`config.mk`:
```
export PLATFORM = sky130hd
export DESIGN_NAME = fss_sequencer
export DESIGN_NICKNAME = d
export VERILOG_FILES = /design/src/pkg/fss_pkg.sv /design/src/design/fss_sequencer.sv
export SDC_FILE = /design/constraint.sdc
export NUM_CORES = 1
export LEC_CHECK = 0
export ABC_CLOCK_PERIOD_IN_PS = 27100
export BUFFER_PORTS_ARGS = -buffer_cell sky130_fd_sc_hd__buf_2
export CAP_MARGIN = 20
export CORE_MARGIN = 4
export CORE_UTILIZATION = 60
export CTS_CLUSTER_DIAMETER = 50
export CTS_CLUSTER_SIZE = 25
export DETAILED_ROUTE_END_ITERATION = 10
export PLACE_DENSITY = 0.83
export SLEW_MARGIN = 40
export SYNTH_ARGS = -nofsm -noshare
export SYNTH_HDL_FRONTEND = slang
export SYNTH_SLANG_ARGS = --single-unit
```
`constraint.sdc`:
```
create_clock -name clk_sys -period 27.1 [get_ports clk_sys]
set_clock_uncertainty 0.1 [all_clocks]
set_input_delay 0 -clock clk_sys [delete_from_list [all_inputs] [get_ports clk_sys]]
set_output_delay 0 -clock clk_sys [all_outputs]
set_load 0.02 [all_outputs]
```
`src/pkg/fss_pkg.sv`:
```
/*
 * fss_pkg: constants, types and the register map of the fault
 * simulation sequencer.
 * assumes a 10 MHz system clock and a 32-bit Avalon-MM register bus.
 */
package fss_pkg;

  // ************************************************************
  // timing
  // ************************************************************
  localparam int unsigned CLK_HZ         = 10000000;
  localparam int unsigned RESET_GAP_MS   = 100;
  localparam int unsigned REARM_S        = 5;
  localparam int unsigned RESET_GAP_CYC  = RESET_GAP_MS * (CLK_HZ / 1000);
  localparam int unsigned REARM_CYC      = REARM_S * CLK_HZ;
  // simulated frequency is 0.16 % above rated: ratio in 1/10000
  localparam int unsigned FREQ_UP_PPTT   = 16;
  localparam int unsigned FREQ_BASE_PPTT = 10000;

  // ************************************************************
  // register offsets (word indices, byte address = offset*4)
  // ************************************************************
  localparam logic [4:0] REG_CTRL    = 5'h00;
  localparam logic [4:0] REG_CMD     = 5'h01;
  localparam logic [4:0] REG_PRE_T   = 5'h02;
  localparam logic [4:0] REG_FLT_T   = 5'h03;
  localparam logic [4:0] REG_POST_T  = 5'h04;
  localparam logic [4:0] REG_STATE   = 5'h05;
  localparam logic [4:0] REG_IRQ_ST  = 5'h06;
  localparam logic [4:0] REG_IRQ_MSK = 5'h07;
  localparam logic [4:0] REG_INOM    = 5'h08;
  localparam logic [4:0] REG_FRATED  = 5'h09;
  localparam logic [4:0] REG_SIMFREQ = 5'h0A;
  localparam logic [4:0] REG_QTY0    = 5'h10; // 16 simulated quantities
  localparam int unsigned N_QTY      = 16;

  // CTRL fields
  localparam int unsigned CTRL_INUSE  = 0;
  localparam int unsigned CTRL_TRIPEN = 1;
  localparam int unsigned CTRL_FPEN   = 2;
  localparam int unsigned CTRL_XSEN   = 3;
  // CMD fields (write-only pulses)
  localparam int unsigned CMD_START   = 0;
  localparam int unsigned CMD_STOP    = 1;
  // event bits
  localparam int unsigned EV_START    = 0;
  localparam int unsigned EV_DONE     = 1;
  localparam int unsigned EV_ABORT    = 2;
  localparam int unsigned EV_STOP     = 3;
  localparam int unsigned EV_FORCE    = 4;
  localparam int unsigned N_EV        = 5;

  localparam logic [31:0] PRE_T_RST   = 32'h0000_2710;
  localparam logic [31:0] INOM_RST    = 32'h0000_03E8;
  localparam logic [31:0] FRATED_RST  = 32'h0000_C350;

  // reported state codes
  localparam logic [2:0] CODE_NORMAL = 3'h0;
  localparam logic [2:0] CODE_PRE    = 3'h1;
  localparam logic [2:0] CODE_FAULT  = 3'h2;
  localparam logic [2:0] CODE_POST   = 3'h3;
  localparam logic [2:0] CODE_RESET  = 3'h4;

  // ************************************************************
  // types
  // ************************************************************
  typedef enum logic [5:0] {
    FSS_IDLE  = 6'h01,
    FSS_RSTA  = 6'h02,
    FSS_PRE   = 6'h04,
    FSS_FAULT = 6'h08,
    FSS_POST  = 6'h10,
    FSS_RSTB  = 6'h20
  } fss_state_t;

  // real phase current magnitudes
  typedef struct packed {
    logic [15:0] ia;
    logic [15:0] ib;
    logic [15:0] ic;
  } fss_iphase_t;

  // outputs toward protection functions and recorders
  typedef struct packed {
    logic [2:0]  stateCode;
    logic        simActive;
    logic        protDisable;
    logic        energyFreeze;
    logic        phaseNeutral;
  } fss_status_t;

endpackage : fss_pkg

```
`src/design/fss_sequencer.sv`:
```
/*
 * fss_sequencer: fault simulation sequencer with Avalon-MM registers.
 * assumes external inputs are asynchronous pins (three
 * flip-flops), phase currents and trip decisions come from logic on
 * clk_sys.
 */
//
// Function
// RULE1: run order pre-fault, fault, post-fault
// RULE2: 100 ms reset gap before and after
// RULE3: report state code 0 to 4
// RULE4: phase durations and quantities from settings
// RULE5: abort when phase current above 0.1 In
// RULE6: restart only after 5 s below limit
// RULE7: either block input stops simulator
// RULE8: force-post jumps pre/fault to post
// RULE9: energy counters frozen while running
// RULE10: simulated frequency 0.16 % above rated
// RULE11: no-trip setting blocks trip command
// RULE12: with-trip setting passes trip command
// RULE13: manual start runs whole cycle
// RULE14: manual stop returns to normal at once
// RULE15: external start unless blocked or forbidden
// RULE16: simulated voltages are phase-to-neutral
// RULE17: works only when set in use
// RULE18: end, abort, stop restore normal operation
// RULE19: starts ignored while running
`timescale 1ns/1ps
module fss_sequencer
  import fss_pkg::*;
#(
  parameter int unsigned RESET_CYC = RESET_GAP_CYC,
  parameter int unsigned REARM_CNT = REARM_CYC
) (
  // clock and reset
  input  wire logic        clk_sys,
  input  wire logic        reset_n,
  // avalon-mm slave
  input  wire logic [6:0]  avs_address,
  input  wire logic        avs_read,
  input  wire logic        avs_write,
  input  wire logic [31:0] avs_writedata,
  output logic [31:0]      avs_readdata,
  output logic             avs_waitrequest,
  // external pins
  input  wire logic        ext_block_a,
  input  wire logic        ext_block_b,
  input  wire logic        force_post_fault_in,
  input  wire logic        ext_sim_start,
  // measurement and protection side
  input  wire fss_iphase_t realCurrent,
  input  wire logic        tripDecision,
  output logic             trip_command,
  output fss_status_t      status,
  output logic [31:0]      simFreq,
  output logic [15:0]      simQty [N_QTY],
  // interrupt
  output logic             irq
);

  // ************************************************************
  // state
  // ************************************************************
  typedef struct packed {
    fss_state_t  st;
    logic [31:0] cnt;          // phase timer
    logic [31:0] rearm;        // quiet-current timer
    logic        ocLock;       // start refused after abort
    logic [3:0]  ctrl;
    logic [31:0] preT;
    logic [31:0] fltT;
    logic [31:0] postT;
    logic [15:0] inom;
    logic [31:0] fRated;
    logic [N_EV-1:0] irqSt;
    logic [N_EV-1:0] irqMsk;
    logic [31:0] rdata;
    logic        ack;
    logic [2:0]  syBlkA, syBlkB, syFp, syXs; // three-stage syncs
    logic        xsPrev;
    logic        fpPrev;
  } fss_regs_t;

  fss_regs_t   s_r;                 // registered state
  fss_regs_t   s_nxt;               // next state
  logic [15:0] qty_r [N_QTY];       // simulated quantities
  logic [15:0] qty_nxt [N_QTY];

  // ************************************************************
  // helpers
  // ************************************************************
  // current above a tenth of nominal (10*i > inom)
  function automatic logic overLimit(input logic [15:0] i,
                                     input logic [15:0] n);
    // 10*i built as 8*i + 2*i, all terms 20 bits wide
    overLimit = (({1'h0, i, 3'h0} + {3'h0, i, 1'h0}) > {4'h0, n});
  endfunction : overLimit

  // phase duration in cycles, at least one
  function automatic logic [31:0] durOf(input logic [31:0] t);
    durOf = (t == 32'h0) ? 32'h1 : t;
  endfunction : durOf

  logic wrHit, rdHit, anyOver, blocked, startReq, fpRise, xsRise;
  logic running;

  // a write lands at the edge where waitrequest is seen low
  assign wrHit   = avs_write && s_r.ack;
  assign rdHit   = avs_read && !s_r.ack;
  assign anyOver = overLimit(realCurrent.ia, s_r.inom) ||
                   overLimit(realCurrent.ib, s_r.inom) ||
                   overLimit(realCurrent.ic, s_r.inom);
  // agreeing second and third stages count as the pin level
  assign blocked = (s_r.syBlkA[1] & s_r.syBlkA[2]) |
                   (s_r.syBlkB[1] & s_r.syBlkB[2]);      // RULE7
  assign xsRise  = (s_r.syXs[1] & s_r.syXs[2]) & !s_r.xsPrev;
  assign fpRise  = (s_r.syFp[1] & s_r.syFp[2]) & !s_r.fpPrev;
  assign running = (s_r.st != FSS_IDLE);

  // ************************************************************
  // next-state logic
  // ************************************************************
  always_comb begin
    s_nxt   = s_r;
    qty_nxt = qty_r;
    // pin synchronisers
    s_nxt.syBlkA = {s_r.syBlkA[1:0], ext_block_a};
    s_nxt.syBlkB = {s_r.syBlkB[1:0], ext_block_b};
    s_nxt.syFp   = {s_r.syFp[1:0], force_post_fault_in};
    s_nxt.syXs   = {s_r.syXs[1:0], ext_sim_start};
    s_nxt.xsPrev = s_r.syXs[1] & s_r.syXs[2];
    s_nxt.fpPrev = s_r.syFp[1] & s_r.syFp[2];
    // bus: one wait cycle, then answer
    s_nxt.ack = (avs_read || avs_write) && !s_r.ack;
    if (rdHit) begin
      unique case (avs_address[6:2])
        REG_CTRL:    s_nxt.rdata = {28'h0, s_r.ctrl};
        REG_PRE_T:   s_nxt.rdata = s_r.preT;
        REG_FLT_T:   s_nxt.rdata = s_r.fltT;
        REG_POST_T:  s_nxt.rdata = s_r.postT;
        REG_STATE:   s_nxt.rdata = {26'h0, s_r.ocLock, blocked,
                                    1'h0, status.stateCode};
        REG_IRQ_ST:  s_nxt.rdata = {27'h0, s_r.irqSt};
        REG_IRQ_MSK: s_nxt.rdata = {27'h0, s_r.irqMsk};
        REG_INOM:    s_nxt.rdata = {16'h0, s_r.inom};
        REG_FRATED:  s_nxt.rdata = s_r.fRated;
        REG_SIMFREQ: s_nxt.rdata = simFreq;
        default: begin
          // quantity window, otherwise unmapped reads zero
          if (avs_address[6]) s_nxt.rdata = {16'h0, qty_r[avs_address[5:2]]};
          else s_nxt.rdata = 32'h0;
        end
      endcase
    end
    startReq = 1'b0;
    if (wrHit) begin
      unique case (avs_address[6:2])
        REG_CTRL:    s_nxt.ctrl   = avs_writedata[3:0];
        REG_CMD: begin
          startReq = avs_writedata[CMD_START];
        end
        REG_PRE_T:   s_nxt.preT   = avs_writedata;            // RULE4
        REG_FLT_T:   s_nxt.fltT   = avs_writedata;            // RULE4
        REG_POST_T:  s_nxt.postT  = avs_writedata;            // RULE4
        REG_IRQ_ST:  s_nxt.irqSt  = s_r.irqSt & ~avs_writedata[N_EV-1:0];
        REG_IRQ_MSK: s_nxt.irqMsk = avs_writedata[N_EV-1:0];
        REG_INOM:    s_nxt.inom   = avs_writedata[15:0];
        REG_FRATED:  s_nxt.fRated = avs_writedata;
        default: begin
          if (avs_address[6]) qty_nxt[avs_address[5:2]] = avs_writedata[15:0];
        end
      endcase
    end
    // external start counts only when assigned
    if (s_r.ctrl[CTRL_XSEN] && xsRise) startReq = 1'b1;       // RULE15
    // quiet-current timer for restart
    if (anyOver) begin
      s_nxt.rearm = 32'h0;
    end else if (s_r.ocLock) begin
      if (s_r.rearm >= REARM_CNT - 1) s_nxt.ocLock = 1'b0;     // RULE6
      else s_nxt.rearm = s_r.rearm + 32'h1;
    end
    // sequencer
    s_nxt.cnt = s_r.cnt + 32'h1;
    unique case (s_r.st)
      FSS_IDLE: begin
        s_nxt.cnt = 32'h0;
        // refused when not in use, blocked or after abort; starts
        // outside idle are never looked at
        // RULE19
        if (startReq && s_r.ctrl[CTRL_INUSE] && !blocked &&
            !s_r.ocLock && !anyOver) begin                   // RULE17 RULE15
          s_nxt.st = FSS_RSTA;                               // RULE2
          s_nxt.irqSt[EV_START] = 1'b1;
        end
      end
      FSS_RSTA: if (s_r.cnt >= RESET_CYC - 1) begin
        s_nxt.st  = FSS_PRE;                                 // RULE1
        s_nxt.cnt = 32'h0;
      end
      FSS_PRE: if (s_r.cnt >= durOf(s_r.preT) - 1) begin
        s_nxt.st  = FSS_FAULT;                               // RULE1
        s_nxt.cnt = 32'h0;
      end
      FSS_FAULT: if (s_r.cnt >= durOf(s_r.fltT) - 1) begin
        s_nxt.st  = FSS_POST;                                // RULE1 RULE13
        s_nxt.cnt = 32'h0;
      end
      FSS_POST: if (s_r.cnt >= durOf(s_r.postT) - 1) begin
        s_nxt.st  = FSS_RSTB;                                // RULE2
        s_nxt.cnt = 32'h0;
      end
      FSS_RSTB: if (s_r.cnt >= RESET_CYC - 1) begin
        s_nxt.st  = FSS_IDLE;                                // RULE18
        s_nxt.irqSt[EV_DONE] = 1'b1;
      end
    endcase
    // force-post from pre-fault or fault
    if ((s_r.st == FSS_PRE || s_r.st == FSS_FAULT) &&
        s_r.ctrl[CTRL_FPEN] && fpRise) begin
      s_nxt.st  = FSS_POST;                                  // RULE8
      s_nxt.cnt = 32'h0;
      s_nxt.irqSt[EV_FORCE] = 1'b1;
    end
    // manual stop and blocks end at once
    if (running && ((wrHit && avs_address[6:2] == REG_CMD &&
        avs_writedata[CMD_STOP]) || blocked ||
        !s_r.ctrl[CTRL_INUSE])) begin
      s_nxt.st = FSS_IDLE;                                   // RULE14 RULE7
      s_nxt.irqSt[EV_STOP] = 1'b1;
    end
    // overcurrent abort has the last word
    if (running && anyOver) begin
      s_nxt.st     = FSS_IDLE;                               // RULE5 RULE18
      s_nxt.ocLock = 1'b1;
      s_nxt.rearm  = 32'h0;
      s_nxt.irqSt[EV_ABORT] = 1'b1;
    end
  end

  // ************************************************************
  // registers
  // ************************************************************
  always_ff @(posedge clk_sys or negedge reset_n) begin
    if (!reset_n) begin
      s_r        <= '0;
      s_r.st     <= FSS_IDLE;
      s_r.preT   <= PRE_T_RST;
      s_r.fltT   <= PRE_T_RST;
      s_r.postT  <= PRE_T_RST;
      s_r.inom   <= INOM_RST[15:0];
      s_r.fRated <= FRATED_RST;
      for (int k = 0; k < N_QTY; k++) qty_r[k] <= 16'h0;
    end else begin
      s_r   <= s_nxt;
      qty_r <= qty_nxt;
    end
  end

  // ************************************************************
  // outputs
  // ************************************************************
  always_comb begin
    unique case (s_r.st)
      FSS_IDLE:  status.stateCode = CODE_NORMAL;             // RULE3
      FSS_PRE:   status.stateCode = CODE_PRE;
      FSS_FAULT: status.stateCode = CODE_FAULT;
      FSS_POST:  status.stateCode = CODE_POST;
      default:   status.stateCode = CODE_RESET;
    endcase
  end
  assign status.simActive    = running;                       // RULE18
  assign status.protDisable  = (s_r.st == FSS_RSTA) ||
                               (s_r.st == FSS_RSTB);          // RULE2
  assign status.energyFreeze = running;                       // RULE9
  assign status.phaseNeutral = 1'b1;                          // RULE16
  // trip passes outside simulation or in the with-trip setting
  assign trip_command = tripDecision &&
                        (!running || s_r.ctrl[CTRL_TRIPEN]);  // RULE11 RULE12
  assign simFreq = s_r.fRated + (s_r.fRated * FREQ_UP_PPTT)
                   / FREQ_BASE_PPTT;                          // RULE10
  assign simQty  = qty_r;                                     // RULE4
  assign avs_readdata    = s_r.rdata;
  assign avs_waitrequest = (avs_read || avs_write) && !s_r.ack;
  assign irq = |(s_r.irqSt & s_r.irqMsk);

  // ************************************************************
  // assertions
  // ************************************************************
  property p_order;
    @(posedge clk_sys) disable iff (!reset_n)
    (s_r.st == FSS_FAULT) |-> $past(s_r.st) inside {FSS_PRE, FSS_FAULT};
  endproperty
  a_order: assert property (p_order) else $error("bad order"); // RULE1
  property p_gap;
    @(posedge clk_sys) disable iff (!reset_n)
    $rose(s_r.st == FSS_PRE) |-> $past(s_r.st) == FSS_RSTA;
  endproperty
  a_gap: assert property (p_gap) else $error("no reset gap"); // RULE2
  property p_code;
    @(posedge clk_sys) disable iff (!reset_n)
    !running |-> status.stateCode == CODE_NORMAL;
  endproperty
  a_code: assert property (p_code) else $error("bad code"); // RULE3
  property p_abort;
    @(posedge clk_sys) disable iff (!reset_n)
    (running && anyOver) |=> !running && s_r.ocLock;
  endproperty
  a_abort: assert property (p_abort) else $error("no abort"); // RULE5
  property p_block;
    @(posedge clk_sys) disable iff (!reset_n)
    blocked |=> !running;
  endproperty
  a_block: assert property (p_block) else $error("ran blocked"); // RULE7
  property p_freeze;
    @(posedge clk_sys) disable iff (!reset_n)
    running |-> status.energyFreeze;
  endproperty
  a_freeze: assert property (p_freeze) else $error("no freeze"); // RULE9
  property p_trip;
    @(posedge clk_sys) disable iff (!reset_n)
    (running && !s_r.ctrl[CTRL_TRIPEN]) |-> !trip_command;
  endproperty
  a_trip: assert property (p_trip) else $error("trip leaked"); // RULE11
  property p_lock;
    @(posedge clk_sys) disable iff (!reset_n)
    (s_r.ocLock && !running) |=> !running;
  endproperty
  a_lock: assert property (p_lock) else $error("start in lock"); // RULE6
  c_run:   cover property (@(posedge clk_sys) $rose(s_r.st == FSS_RSTB));
  c_abort: cover property (@(posedge clk_sys) $rose(s_r.ocLock));
  c_force: cover property (@(posedge clk_sys) $rose(s_r.irqSt[EV_FORCE]));

endmodule : fss_sequencer

```
==> results.yml, run 1 <==
worst_setup_path:
  crit_start: "s_r[78]"
  worstPathMaxFanout: 15
  critical-path-slowest-cell: "or4_1"
  cp-start-kind: "flip-flop"
  reg2reg_from: "s_r[78]"
  cp.arrival_ps: 25330
  worst-setup-path-type: "flip-flop to output port"
  end_kind: "output port"
  cpPeakStageDelay_ps: 700
  worstPathRequired_ps: 27000
  crit_top_cell: "a21oi_1"
place:
  placed_area_sq_mm: 0.0416
  dpl.hpwl_um: 88100
  dp_cells: 4961
  port_buffers: 422
  place.gp.congestion: 0.952
synth:
  synth_edf_count: 0
  synth_top_family_by_area: "multiplexers"
  synthesis.nets: 4177
  synth_compound_area_share_pct: 16.5
  ys_seq_area_share_pct: 34.2
  synthCells: 3870
  synthAdderAreaFrac_pct: 7.15
  avgSynthCellArea_sq_um: 10.1
  yosys_warnings: 0
  synth_area_leaders: "dfrtp_1 32%, mux2_2 12%, ha_1 6.6%"
  yosysTopAreaCellShare_pct: 32.3
  yosysTopAreaCell: "dfrtp_1"
  synth_cell_types: 142
  synth-simple-area-share_pct: 13.9
  synth_top_flop_cell: "dfrtp_1"
  syn_area_sq_mm: 0.0390
  ys_ff_latch: 532
  async_flop_share_pct: 100
  muxShareOfSynthArea_pct: 17.6
  synthXorXnorAreaFrac_pct: 6.87
clock_network:
  clock_sinks: 532
  cts_tree: "built"
  htree_levels: 2
  cts_max_path_buffers: 3
  cts_buffers: 45
  cts_root_buffer: "clkbuf_16"
  clk_latency_ps: 610
  path_clk_slew_ps: 80
routing:
  drt_iter0_drc: 3134
  wire_per_inst_um: 24.4
  dr_wl_met2_um: 58000
  ant_nets: 0
  via_count: 34100
  met3WireLength_um: 11300
  topRoutingLayerUsed: "met5"
  first_pass_iters: 5
  drt-vias-per-instance: 6.67
  drcViolationCount: 0
  totalWireLength_um: 125000
  wl_met1_um: 46800
timing:
  hold_slack_ps: 80.8
  slew_headroom_pct: 45.5
  rsz0062_at_grt: "no"
  tightest_slew_ps: 811
  max_freq_mhz: 39.3
  setup_violations: 0
  tns_ps: 0
  period_needed_ps: 25430
  report.final.hold_viol_count: 0
  fin_crit_sh_pct: 93.8
  slew_violations: 0
finish:
  final_cells: 5113
  syn_to_final_growth_pct: 13.0
  drive_gt1_share_pct: 29.5
  fin_nets: 4524
  fin_area_sq_mm: 0.0441
global_routing:
  grt_usage_pct: 34.8
  grt_first_pass_wirelength_um: 195000
  gr-total-overflow: 0
  grt_start_max_net_pins: 77
  antenna_found_initial: 5
  grt_pass1_vias: 34000
flow_run:
  cap_violations: 0
floorplanning:
  ios: 426
  core_area_sq_mm: 0.0645
  dieArea_sq_mm: 0.0692
  die_h_um: 263
  die_x_um: 263
  start_util_pct: 60.5
  rows: 93
worst_hold_path:
  hp-start: "realCurrent[15]"
  hp-class: "input port to flip-flop"
status:
  status: "completed"
-- critical path, delay by kind of cell (launching register included) --
kind            cells  cell delay, ps
compound gates     52           13630
xor+xnor            2             490
fa+ha+maj           6            1950
buf+inv             7             710
flops               1             570
mux                 4            1530
simple gates       21            5760
-- per-layer routing --
metal | global-route usage, % | vias up
li1 | - | 15100
met1 | 43.3 | 16800
met2 | 56.5 | 1815
met3 | 7.53 | 468
met4 | 19.6 | 2
met5 | 0 | -
-- area by class of cell --
class                           count  area (sq um)
Fill cell                        4688         20400
Timing Repair Buffer              519          3030
Clock buffer                       53          1220
Tap cell                          855          1070
Sequential cell                   532         13400
Antenna cell                        4          10.0
Multi-Input combinational cell   2989         24500
Inverter                          130           488
Clock inverter                     31           467
-- synthesized netlist by cell type (95+ instances only) --
cell,count
dfrtp_1,504
mux2_2,424
nor2_1,284
nand2_1,216
ha_1,207
xnor2_1,207
a21oi_1,185
clkbuf_1,139
inv_1,120
o21ai_0,116
nand3_1,106
nor3_1,95
-- state kept, by name, indices dropped and copies added, names as in the netlist --
| signal | cells |
|---|---|
| avs_readdata | 32 |
| s_nxt | 8 |
| s_r | 236 |
| simQty | 256 |
-- layout by cell type, fill, tap and decap left out, types with 81 or more instances in the layout --
cell,count
xnor2_1,203
ha_1,207
o21ai_0,115
dfrtp_1,501
nor3_1,89
xor2_1,81
nand3_1,106
inv_1,120
buf_2,419
nand2_1,214
a21oi_1,183
nor2_1,273
mux2_2,424
-- per-stage QoR --
stage               setup slack [ps]  util (%)
floorplan                       6160         -
global placement                1860      64.5
detailed placement              1660      64.6
CTS                             1040      68.0
global route                    20.5      68.4
finish                          1670      68.4
-- kinds of logic (layout without fill, tap and decap cells) --
group                      Yosys count  in the layout
and+or+nand+nor                   1072           1072
AOI/OAI and AO/OA                  866            866
DFF                                532            532
muxes                              529            529
buffers and inverters              349            733
xor gates and xnor gates           298            298
adders and majority gates          223            223
other                                1              5
-- worst paths after layout --
kind                       slack (ps)                to  cells past startpoint
min reg2reg                       260         s_nxt[10]                      0
max                              1670       simFreq[28]                     92
max reg2reg                      2050  avs_readdata[28]                     94
min                                80          s_r[234]                      5
max in group asynchronous       24870   avs_readdata[8]                      5
min in group asynchronous         350          s_nxt[7]                      3
-- repair_timing --
item	4_1_cts	5_1_grt
resized for setup	0	15
endpoints found under the setup margin	0	22
hold buffers	52	0
endpoints found under the hold margin	534	0
setup buffers	0	12
Power of run 1 is not shown: default switching activity piles up to over one toggle a cycle in this logic, so the estimate is an artifact.
==> run 2, diff against run 1 <==
- ABC_CLOCK_PERIOD_IN_PS: 27100 -> 28700
- MAX_ROUTING_LAYER: default -> met4
- clock period: 27.1 -> 28.7 ns (I/O delays scaled with it)
==> run 2 against run 1 <==
Cell area decreased by 0.23%. Worst hold slack got worse by 34 ps. First-iteration DRC count increased by 4.7%. Highest routed layer is now met4. Register-to-register slack improved by 650 ps. Routed wire length increased by 1.5%. Sequential share of layout area increased by 0.065 points. Non-clock buffer count decreased by 12. Cell count decreased by 0.12%. Count of clock-buffer cells in the layout increased by 1. Critical endpoint unchanged. Core utilization decreased by 0.16 points. Setup slack improved by 650 ps. Largest cell class unchanged.
==> results.yml, run 2 (synthesized netlist as in run 1, its figures left out) <==
status:
  status: "completed"
global_routing:
  gr-total-overflow: 0
  grt_first_pass_wirelength_um: 196000
  antenna_found_initial: 7
  grt_start_max_net_pins: 76
  grt_pass1_vias: 34100
  grt_usage_pct: 36.2
floorplanning:
  die_x_um: 263
  core_area_sq_mm: 0.0645
  rows: 93
  dieArea_sq_mm: 0.0692
  die_h_um: 263
  start_util_pct: 60.5
  ios: 426
clock_network:
  cts_buffers: 48
  cts_resized: 0
  cts_max_path_buffers: 3
  cts_root_buffer: "clkbuf_16"
  path_clk_slew_ps: 90
  htree_levels: 2
  clk_latency_ps: 620
  clock_sinks: 532
  cts_tree: "built"
worst_setup_path:
  cp_num_cells: 91
  cp.arrival_ps: 26280
  cp-start-kind: "flip-flop"
  r2r_setup_slack_ps: 2700
  worstPathRequired_ps: 28600
  crit_top_cell: "a21oi_1"
  end_kind: "output port"
  critical-path-slowest-cell: "dfrtp_1"
  reg2regPathDepth: 93
  cpPeakStageDelay_ps: 830
  worstPathMaxFanout: 23
  worst-setup-path-type: "flip-flop to output port"
  cp.buffers_inverters: 8
  critical-path-top-delay-family: "compound AO/OA/AOI/OAI gates"
timing:
  rsz0062_at_grt: "no"
  hold_slack_ps: 47.3
  tns_ps: 0
  tightest_slew_ps: 874
  period_needed_ps: 26380
  slew_headroom_pct: 41.4
  fin_crit_sh_pct: 91.9
  slew_violations: 0
  setup_violations: 0
  postLayoutSetupSlackWorst_ps: 2320
  max_freq_mhz: 37.9
  report.final.hold_viol_count: 0
place:
  dpl.hpwl_um: 88600
  place.gp.congestion: 0.958
  dp_slack_ps: 3000
  port_buffers: 422
  dp_cells: 4961
finish:
  final_common_cell: "dfrtp_1"
  drive_gt1_share_pct: 29.2
  largest_reg_flops: 256
  n_fill_cell: 4700
  layout_common_cells: "503 x dfrtp_1, 424 x mux2_2, 419 x buf_2"
  syn_to_final_growth_pct: 12.7
  fin_nets: 4515
  final_cells: 5107
routing:
  drt-vias-per-instance: 6.74
  ant_nets: 0
  via_count: 34400
  met3WireLength_um: 11400
  wire_per_inst_um: 24.8
  drt_iter0_drc: 3280
  totalWireLength_um: 126000
  wl_met1_um: 47500
  topRoutingLayerUsed: "met4"
  drcViolationCount: 0
  first_pass_iters: 6
  dr_wl_met2_um: 59500
worst_hold_path:
  hp-class: "input port to flip-flop"
  whs_path_depth: 5
flow_run:
  cap_violations: 0
-- run 2: worst min-delay path, cell delays in order --
cell	delay [ps]
buf_2	120
nor2_1	130
o21ai_2	90
buf_4	250
nor2_1	120
-- run 2: stage by stage --
stage               utilization, %  instance area [sq um]
floorplan                        -                  39000
detailed placement            64.6                  41700
global route                  68.2                  44000
finish                        68.2                  44000
CTS                           68.2                  43900
global placement              64.5                  41500
-- run 2: per-layer routing --
metal	global-route usage, %	vias up
met2	57.2	1849
met5	-	-
met1	43.7	17000
met3	7.83	522
li1	-	15100
met4	19.5	0
-- run 2: timing repair --
item,CTS,global route
hold buffers,52,0
endpoints found under the setup margin,0,0
endpoints found under the hold margin,668,0
buffers inserted,0,0
-- run 2: final timing paths --
kind | endpoint | start
hold / removal | s_r[234] | realCurrent[15]
setup reg to reg | avs_readdata[28] | s_r[84]
max in group asynchronous | avs_readdata[9] | reset_n
setup / recovery | simFreq[28] | s_r[84]
hold reg to reg | s_nxt[13] | s_nxt[12]
min in group asynchronous | simQty[34] | reset_n
-- run 2: final cells by class --
class | instances | area [sq um] | area share [%]
clock buffer | 54 | 1260 | 2.87
antenna | 6 | 15.0 | 0.0341
tap | 855 | 1070 | 2.43
timing repair buffer | 507 | 2960 | 6.73
multi-input combinational | 2989 | 24400 | 55.4
sequential | 532 | 13300 | 30.3
inverter | 130 | 488 | 1.11
clock inverter | 34 | 469 | 1.07
Power of run 2 is left out for the same reason.
